## config.mk

```make
export PLATFORM = sky130hd
export DESIGN_NAME = serial_flash_interface_states
export DESIGN_NICKNAME = d
export VERILOG_FILES = /design/src/sfi_pkg.sv /design/src/serial_flash_interface_states.sv
export VERILOG_INCLUDE_DIRS = /design/src
export SDC_FILE = /design/constraint.sdc
export NUM_CORES = 1
export LEC_CHECK = 0
export ABC_AREA = 1
export BUFFER_PORTS_ARGS = -buffer_cell sky130_fd_sc_hd__buf_4
export CAP_MARGIN = 20
export CORE_ASPECT_RATIO = 0.75
export CORE_MARGIN = 2
export CORE_UTILIZATION = 55
export DETAILED_ROUTE_END_ITERATION = 16
export PLACE_DENSITY = 0.79
export SYNTH_ARGS = -nofsm -noshare
export SYNTH_HDL_FRONTEND = slang
export SYNTH_SLANG_ARGS = --single-unit
```

## constraint.sdc

```tcl
create_clock -name mclk -period 3.7 [get_ports mclk]
set_clock_uncertainty 0.05 [all_clocks]
set_input_delay 0.185 -clock mclk [delete_from_list [all_inputs] [get_ports mclk]]
set_output_delay 0.185 -clock mclk [all_outputs]
set_load 0.005 [all_outputs]
```

## src/sfi_defs.svh

```systemverilog
// constants for the serial flash interface state machine
`ifndef SFI_DEFS_SVH
`define SFI_DEFS_SVH

// opcodes of the supported commands
`define OPC_READ        8'h03
`define OPC_FAST_READ   8'h0b
`define OPC_DUAL_OUT_RD 8'h3b
`define OPC_QUAD_OUT_RD 8'h6b
`define OPC_DUAL_IO_RD  8'hbb
`define OPC_QUAD_IO_RD  8'heb
`define OPC_QUAD_PROG   8'h32
`define OPC_PAGE_PROG   8'h02
`define OPC_WRITE_REGS  8'h01

// clock counts of the address (plus mode) phases
`define INSTR_LAST      8'h07
`define ADDR_CLK_SINGLE 8'h18
`define ADDR_CLK_DUAL   8'h10
`define ADDR_CLK_QUAD   8'h08
`define UNBOUNDED       8'h00

// latency cycles per read latency code
`define LAT_CYC_0       8'h00
`define LAT_CYC_1       8'h02
`define LAT_CYC_2       8'h04
`define LAT_CYC_3       8'h06

// bits per byte and output enable masks (low = driven)
`define BYTE_BITS       4'h8
`define OE_NONE         4'hf
`define OE_SINGLE       4'hd
`define OE_DUAL         4'hc
`define OE_QUAD         4'h0

`endif

```

## src/sfi_pkg.sv

```systemverilog
// types shared by the serial flash interface state machine
package sfi_pkg;

	// interface phases, one-hot
	typedef enum logic [9:0] {
		ST_IDLE  = 10'h001,
		ST_INSTR = 10'h002,
		ST_SIN   = 10'h004,
		ST_DIN   = 10'h008,
		ST_QIN   = 10'h010,
		ST_LAT   = 10'h020,
		ST_SOUT  = 10'h040,
		ST_DOUT  = 10'h080,
		ST_QOUT  = 10'h100,
		ST_DONE  = 10'h200
	} phase_t;

	// pins from the host: data_line_3 doubles as pause, line 2 as protect
	typedef struct packed {
		logic       sclk;
		logic       cs_n;
		logic [3:0] data_line;
	} pins_in_t;

	// pins toward the host
	typedef struct packed {
		logic [3:0] io_out;
		logic [3:0] io_oe_n;
	} pins_out_t;

	// whole state of the block
	typedef struct packed {
		phase_t     st;
		phase_t     after;
		phase_t     lat_out;
		logic       use_lat;
		logic [7:0] lim;
		logic [7:0] cnt;
		logic       sclk_s1;
		logic       sclk_s2;
		logic       sclk_s3;
		logic       cs_s1;
		logic       cs_s2;
		logic [3:0] io_s1;
		logic [3:0] io_s2;
		logic [7:0] opc;
		logic       opc_valid;
		logic       wp_level;
		logic [7:0] rx_sh;
		logic [3:0] rx_cnt;
		logic [7:0] rx_data;
		logic       rx_valid;
		logic [7:0] tx_sh;
		logic [3:0] tx_left;
		logic       tx_load;
		logic       drv;
		logic [3:0] io_out;
		logic [3:0] io_oe_n;
	} state_t;

endpackage : sfi_pkg
```

## src/serial_flash_interface_states.sv

```systemverilog
// interface state machine of a serial multi-i/o flash memory
`timescale 1ns/10ps
`default_nettype none
`include "sfi_defs.svh"
// Contract
// - chip select high: standby, inputs ignored
// - opcode taken msb first on rising clock
// - protect pin sampled only for register writes
// - opcode picks space and transfer format
// - pause low freezes command unless quad mode
// - pause ignores lines 0/1, floats them
// - pause release resumes the frozen phase
// - single input uses line 0, line 1 floats
// - latency count from two-bit latency code
// - latency cycles ignore and float all lines
// - single output on line 1 until deselect
// - dual i/o address two bits, then latency
// - dual latency ends in dual output
// - dual output on lines 0/1 until deselect
// - quad program/output read address on line 0 only
// - quad program to quad input, read to latency
// - quad input four bits per clock
// - quad latency ends in quad output
// - quad output on lines 0..3 until deselect
// - quad mode drops pause/protect, allows quad
module serial_flash_interface_states (
	input  wire logic               mclk,
	input  wire logic               nrst,
	input  wire sfi_pkg::pins_in_t  pin_in,
	output var  sfi_pkg::pins_out_t pin_out,
	input  wire logic               quad_enable,
	input  wire logic [1:0]         read_latency_code,
	input  wire logic [7:0]         tx_data,
	output logic                    tx_load,
	output logic [7:0]              opcode,
	output logic                    opcode_valid,
	output logic [7:0]              rx_data,
	output logic                    rx_valid,
	output logic                    wp_level,
	output sfi_pkg::phase_t         phase,
	output logic                    paused
);

	localparam sfi_pkg::state_t RST0 = '{
		st:      sfi_pkg::ST_IDLE,
		after:   sfi_pkg::ST_IDLE,
		lat_out: sfi_pkg::ST_IDLE,
		sclk_s1: 1'b0,
		cs_s1:   1'b1,
		cs_s2:   1'b1,
		wp_level: 1'b1,
		io_oe_n: `OE_NONE,
		default: '0
	};

	sfi_pkg::state_t r_reg;
	sfi_pkg::state_t r_next;
	sfi_pkg::phase_t cur;
	logic            rise;
	logic            fall;
	logic            cs_hi;
	logic            hold;
	logic            is_out;
	logic [7:0]      opc_n;
	logic [7:0]      lat_n;
	logic [7:0]      byte_v;
	logic [3:0]      din;
	logic [3:0]      rx_sum;
	logic [3:0]      w;
	logic [3:0]      left;
	logic [3:0]      mask;

	// edges of the synchronised serial clock
	assign rise  = r_reg.sclk_s2 & ~r_reg.sclk_s3;
	assign fall  = ~r_reg.sclk_s2 & r_reg.sclk_s3;
	assign cs_hi = r_reg.cs_s2;
	// line 3 is a pause input only outside quad mode
	assign hold  = ~quad_enable & ~r_reg.io_s2[3] & ~cs_hi;

	// latency count from the code; zero means straight to output
	always_comb begin
		unique case (read_latency_code)
			2'h0: lat_n = `LAT_CYC_0;
			2'h1: lat_n = `LAT_CYC_1;
			2'h2: lat_n = `LAT_CYC_2;
			2'h3: lat_n = `LAT_CYC_3;
		endcase
	end

	// leaving standby and capturing an edge in the same cycle is allowed
	assign cur = (r_reg.st == sfi_pkg::ST_IDLE) ? sfi_pkg::ST_INSTR
		: r_reg.st;
	assign is_out = (cur == sfi_pkg::ST_SOUT) | (cur == sfi_pkg::ST_DOUT)
		| (cur == sfi_pkg::ST_QOUT);

	// bits per clock and the lines that carry them
	always_comb begin
		w    = 4'h1;
		din  = {3'h0, r_reg.io_s2[0]};
		mask = `OE_SINGLE;
		if (cur == sfi_pkg::ST_DIN || cur == sfi_pkg::ST_DOUT) begin
			w    = 4'h2;
			din  = {2'h0, r_reg.io_s2[1:0]};
			mask = `OE_DUAL;
		end
		if (cur == sfi_pkg::ST_QIN || cur == sfi_pkg::ST_QOUT) begin
			w    = 4'h4;
			din  = r_reg.io_s2;
			mask = `OE_QUAD;
		end
	end

	assign opc_n  = {r_reg.opc[6:0], r_reg.io_s2[0]};
	assign rx_sum = r_reg.rx_cnt + w;
	assign left   = (r_reg.tx_left == 4'h0) ? `BYTE_BITS : r_reg.tx_left;
	assign byte_v = (r_reg.tx_left == 4'h0) ? tx_data : r_reg.tx_sh;

	// next state of the whole block
	always_comb begin
		r_next           = r_reg;
		r_next.sclk_s1   = pin_in.sclk;
		r_next.sclk_s2   = r_reg.sclk_s1;
		r_next.sclk_s3   = r_reg.sclk_s2;
		r_next.cs_s1     = pin_in.cs_n;
		r_next.cs_s2     = r_reg.cs_s1;
		r_next.io_s1     = pin_in.data_line;
		r_next.io_s2     = r_reg.io_s1;
		r_next.opc_valid = 1'b0;
		r_next.rx_valid  = 1'b0;
		r_next.tx_load   = 1'b0;
		if (cs_hi) begin
			// deselect aborts any phase; nothing else is looked at
			r_next.st      = sfi_pkg::ST_IDLE;
			r_next.cnt     = 8'h00;
			r_next.rx_cnt  = 4'h0;
			r_next.tx_left = 4'h0;
			r_next.drv     = 1'b0;
		end else if (hold) begin
			// frozen as if the clock stood low: no edge is taken
			r_next.st = r_reg.st;
		end else begin
			r_next.st = cur;
			if (rise) begin
				r_next.cnt = r_reg.cnt + 8'h01;
				unique case (cur)
					sfi_pkg::ST_INSTR: begin
						r_next.opc = opc_n;
						if (r_reg.cnt == `INSTR_LAST) begin
							r_next.opc_valid = 1'b1;
							r_next.cnt       = 8'h00;
							r_next.use_lat   = 1'b1;
							r_next.lim       = `ADDR_CLK_SINGLE;
							r_next.st        = sfi_pkg::ST_SIN;
							// format and address width by opcode
							unique case (opc_n)
								`OPC_READ: begin
									r_next.after   = sfi_pkg::ST_SOUT;
									r_next.use_lat = 1'b0;
								end
								`OPC_FAST_READ: begin
									r_next.after = sfi_pkg::ST_SOUT;
								end
								`OPC_DUAL_OUT_RD: begin
									r_next.after = sfi_pkg::ST_DOUT;
								end
								`OPC_DUAL_IO_RD: begin
									r_next.st    = sfi_pkg::ST_DIN;
									r_next.lim   = `ADDR_CLK_DUAL;
									r_next.after = sfi_pkg::ST_DOUT;
								end
								`OPC_QUAD_OUT_RD: begin
									r_next.after = sfi_pkg::ST_QOUT;
									if (!quad_enable) begin
										r_next.st = sfi_pkg::ST_DONE;
									end
								end
								`OPC_QUAD_IO_RD: begin
									r_next.st    = sfi_pkg::ST_QIN;
									r_next.lim   = `ADDR_CLK_QUAD;
									r_next.after = sfi_pkg::ST_QOUT;
									if (!quad_enable) begin
										r_next.st = sfi_pkg::ST_DONE;
									end
								end
								`OPC_QUAD_PROG: begin
									r_next.after   = sfi_pkg::ST_QIN;
									r_next.use_lat = 1'b0;
									if (!quad_enable) begin
										r_next.st = sfi_pkg::ST_DONE;
									end
								end
								`OPC_PAGE_PROG: begin
									r_next.lim = `UNBOUNDED;
								end
								`OPC_WRITE_REGS: begin
									r_next.lim = `UNBOUNDED;
									// protect pin matters only here
									r_next.wp_level = quad_enable
										| r_reg.io_s2[2];
								end
								default: begin
									// standalone or unknown: wait for deselect
									r_next.st = sfi_pkg::ST_DONE;
								end
							endcase
						end
					end
					sfi_pkg::ST_SIN, sfi_pkg::ST_DIN, sfi_pkg::ST_QIN: begin
						// assemble bytes for the core, msb first
						r_next.rx_sh  = 8'((r_reg.rx_sh << w) | {4'h0, din});
						r_next.rx_cnt = rx_sum;
						if (rx_sum == `BYTE_BITS) begin
							r_next.rx_valid = 1'b1;
							r_next.rx_data  = r_next.rx_sh;
							r_next.rx_cnt   = 4'h0;
						end
						if (r_reg.lim != `UNBOUNDED
							&& r_next.cnt == r_reg.lim) begin
							r_next.cnt = 8'h00;
							r_next.lim = `UNBOUNDED;
							r_next.st  = r_reg.after;
							if (r_reg.use_lat && lat_n != 8'h00) begin
								r_next.st      = sfi_pkg::ST_LAT;
								r_next.lat_out = r_reg.after;
							end
						end
					end
					sfi_pkg::ST_LAT: begin
						// line levels are not looked at here
						if (r_next.cnt >= lat_n) begin
							r_next.cnt = 8'h00;
							r_next.st  = r_reg.lat_out;
						end
					end
					default: begin
						r_next.cnt = r_reg.cnt;
					end
				endcase
			end
			// drive on the falling edge so the host samples on the rise
			if (fall && is_out) begin
				r_next.tx_load = (r_reg.tx_left == 4'h0);
				r_next.drv     = 1'b1;
				r_next.tx_sh   = 8'(byte_v << w);
				r_next.tx_left = left - w;
				unique case (cur)
					sfi_pkg::ST_SOUT: begin
						r_next.io_out = {2'h0, byte_v[7], 1'b0};
					end
					sfi_pkg::ST_DOUT: begin
						r_next.io_out = {2'h0, byte_v[7:6]};
					end
					default: begin
						r_next.io_out = byte_v[7:4];
					end
				endcase
			end
		end
		// lines float outside output phases and throughout a pause
		r_next.io_oe_n = `OE_NONE;
		if (!cs_hi && !hold && is_out && r_next.drv) begin
			r_next.io_oe_n = mask;
		end
	end

	// one register for the whole state
	always_ff @(posedge mclk or negedge nrst) begin
		if (!nrst) begin
			r_reg <= RST0;
		end else begin
			r_reg <= r_next;
		end
	end

	assign pin_out      = '{io_out: r_reg.io_out, io_oe_n: r_reg.io_oe_n};
	assign tx_load      = r_reg.tx_load;
	assign opcode       = r_reg.opc;
	assign opcode_valid = r_reg.opc_valid;
	assign rx_data      = r_reg.rx_data;
	assign rx_valid     = r_reg.rx_valid;
	assign wp_level     = r_reg.wp_level;
	assign phase        = r_reg.st;
	assign paused       = hold;
endmodule : serial_flash_interface_states
`default_nettype wire

```

==> run metrics <==
RSZ-0062 raised after global routing false; Yosys Warn Count 0; Layout Area Growth over Synthesis 11.2%; Peak supply drop 0.000355 V; CTS tree yes; Min-Delay Path Class primary input to flip-flop; Die Area ~0.011 sq mm; total CTS buffers 9; crit-path max FO 11; clk buf depth 2; Max Fclk 291 MHz; via count roughly 5,000; Crit path buffers/inverters 3; CTS sink cnt 95; PortBufs 57; GRT Util Overall 26.5%; PwrDens approximately 420 mW/mm^2; GPL Wtd Cong about 0.96; CP max stage delay 590 ps; ys async rst share 100%; Yosys reg bits 95; final setup TNS 0 ps; critical path class flip-flop to flip-flop; H-tree depth 3; most used cell, CP inv_1; Final Max Tran Viols 0; share of post-route cells with drive strength above 1 roughly a fifth; worst-margin pin slew 963 ps; number of top-level pins 58; Syn Area/Cell 7.95 sq um; Clock transition at path regs about 70 ps; top cell type's share of synthesized area approximately 38%; DR pass1 iterations 6; Vias/cell 5.56; Core ar. ~0.01 sq mm; Multi-input gate area between 0.002 and 0.003 sq mm; status finished clean; Finished Layout Cells roughly 890; antenna-violating nets left 0; final cycle utilization of the critical path a little over 90%; first-pass GRT wire length 23.2 mm; number of fill cells roughly 920; CP cell instances inv_1 > nand2_4 > nor2_8 > nand4_1 > nand2_2 > nor2_4 > ha_1 > inv_1 > fa_1 > xor2_1 > nand3_1 > inv_1 > nand4_2 > mux2_2; Die Ht between 90 and 100 um; Wirelength per Cell 16.0 um; pin count of the biggest net entering global routing 76; Post-Syn Area between 0.005 and 0.006 sq mm; Hold Slack 212 ps; total gr overflow 0; Slowest cell on crit path dfstp_2; post-synth top area cell dfrtp_1; DRT iter0 DRCs approximately 390; Initial Util a little under three fifths; Die Width between 100 and 150 um; final worst path period need 3440 ps; dpl cells 870; HPWL Detailed ~11 mm; drt drc 0; most common cell in the synthesized netlist nand2_1; synthesized net count 751; Max transition margin ~36%; Critical Path RT slightly below 4000 ps; crit start category flip-flop; n_diodes 0; vias in the first global route between 4,000 and 5,000; Site Rows 32; Worst-Skew Late Latency approximately 350 ps; max reg flops 49; Routed WL 14.3 mm; leakage power ~0.0032 uW; Max-Cap Viols 0; count of flip-flops with a built-in enable after synthesis 0; initial antenna violation count 0; layout net count ~780; Synth area leaders dfrtp_1 (38%), nand2_1 (11%), nand3_1 (5.1%), o21ai_0 (5.0%), inv_1 (5.0%); Yosys cell types between 50 and 60; Synth Flop Type dfrtp_1; post-synthesis sequential area ratio a little over two fifths; CTS Root Cell clkbuf_16; Register Area around 0.0024 sq mm; top cells by count, synth nand2_1 (167), dfrtp_1 (86), inv_1 (76); WP data arrival 3620 ps; Worst setup EP type flip-flop; CP top delay family simple AND/OR/NAND/NOR gates; Final Hold Violating Endpoints 0; cell count after synthesis 720; final setup violation count 0
==> worst register-to-register path, delay by kind of cell, from the launching register on <==
| family | cells | cell delay [ps] |
|---|---|---|
| simple gates | 7 | 1220 |
| xor+xnor | 1 | 220 |
| fa+ha+maj | 2 | 650 |
| mux | 1 | 350 |
| flops | 1 | 590 |
| buf+inv | 3 | 270 |
==> timing repair <==
| action | CTS | global route |
|---|---|---|
| resized for setup | 0 | 0 |
| hold buffers | 7 | 0 |
| buffers inserted | 0 | 0 |
| endpoints found under the hold margin | 75 | 0 |
==> stage by stage <==
stage / util [%] / setup slack (ps) / cell area (sq um) / power, uW
6_report: 62.3 / 262 / 6360 / 2700
5_1_grt: 62.3 / 93.7 / 6360 / 2840
4_1_cts: 62.3 / 307 / 6360 / 2720
3_5_place_dp: 58.9 / 345 / 6020 / 1830
3_3_place_gp: 58.9 / 560 / 6020 / 1820
2_1_floorplan: - / 787 / 5720 / 1670
==> kinds of logic (layout without fill, tap and decap cells) <==
logic type                 Yosys count  in the layout  synth area share [%]
and+or+nand+nor                    344            344                  30.0
adders and majority gates           12             12                  2.89
AOI/OAI and AO/OA                  121            121                  12.2
buffers and inverters              140            177                  11.9
xor gates and xnor gates             4              4                 0.612
muxes                                4              4                 0.722
DFF                                 95             95                  41.8
==> path summary, 6_finish.rpt <==
| check | from | to | slack [ps] | cells past startpoint |
|---|---|---|---|---|
| worst max-delay path | phase[0] | rx_data[6] | 260 | 14 |
| worst min-delay path | quad_enable | wp_level | 210 | 4 |
| worst max register to register | phase[0] | rx_data[6] | 260 | 14 |
| worst min register to register | r_next[55] | r_reg[55] | 300 | 0 |
| max in group asynchronous | nrst | phase[0] | 2230 | 3 |
| min in group asynchronous | nrst | opcode[5] | 460 | 2 |
==> cell usage in the layout (no fill, tap or decap), drive strengths merged <==
| cell type | Yosys | layout |
|---|---|---|
| a211oi | 1 | 1 |
| a21oi | 26 | 26 |
| a221oi | 1 | 1 |
| a22oi | 1 | 1 |
| a31o | 1 | 1 |
| a31oi | 1 | 1 |
| buf | 39 | 58 |
| clkbuf | 5 | 11 |
| clkinv | 2 | 3 |
| clkinvlp | 0 | 1 |
| dfrtp | 86 | 86 |
| dfstp | 9 | 9 |
| dlygate4sd3 | 0 | 7 |
| fa | 2 | 2 |
| ha | 10 | 10 |
| inv | 94 | 97 |
| mux2 | 1 | 1 |
| mux2i | 3 | 3 |
| nand2 | 182 | 182 |
| nand3 | 64 | 64 |
| nand3b | 1 | 1 |
| nand4 | 22 | 22 |
| nor2 | 62 | 62 |
| nor3 | 12 | 12 |
| o2111ai | 2 | 2 |
| o211ai | 6 | 6 |
| o21ai | 70 | 70 |
| o221ai | 5 | 5 |
| o22ai | 6 | 6 |
| o31ai | 1 | 1 |
| or2 | 1 | 1 |
| xor2 | 4 | 4 |
==> power by group <==
group | internal [uW] | leakage (uW) | switching (uW)
logic | 229 | 0.00181 | 371
registers | 1140 | 0.00122 | 93.7
clock network | 465 | 0.000132 | 406
total | 1830 | 0.00316 | 871
==> layout make-up <==
| class | count | area share [%] |
|---|---|---|
| Multi-Input combinational cell | 485 | 41.7 |
| Sequential cell | 95 | 37.6 |
| Timing Repair Buffer | 65 | 7.95 |
| Inverter | 96 | 5.80 |
| Clock buffer | 11 | 3.66 |
| Tap cell | 136 | 2.68 |
| Clock inverter | 5 | 0.649 |
==> layer usage <==
metal	share of wire, %	track usage (%)	vias to the layer above
met2	43	39.1	192
met1	48	39.0	2353
met5	0	0	-
met4	1.0	6.13	0
met3	8.2	6.96	15
li1	-	-	2409
(Power assumes the default switching activity.)
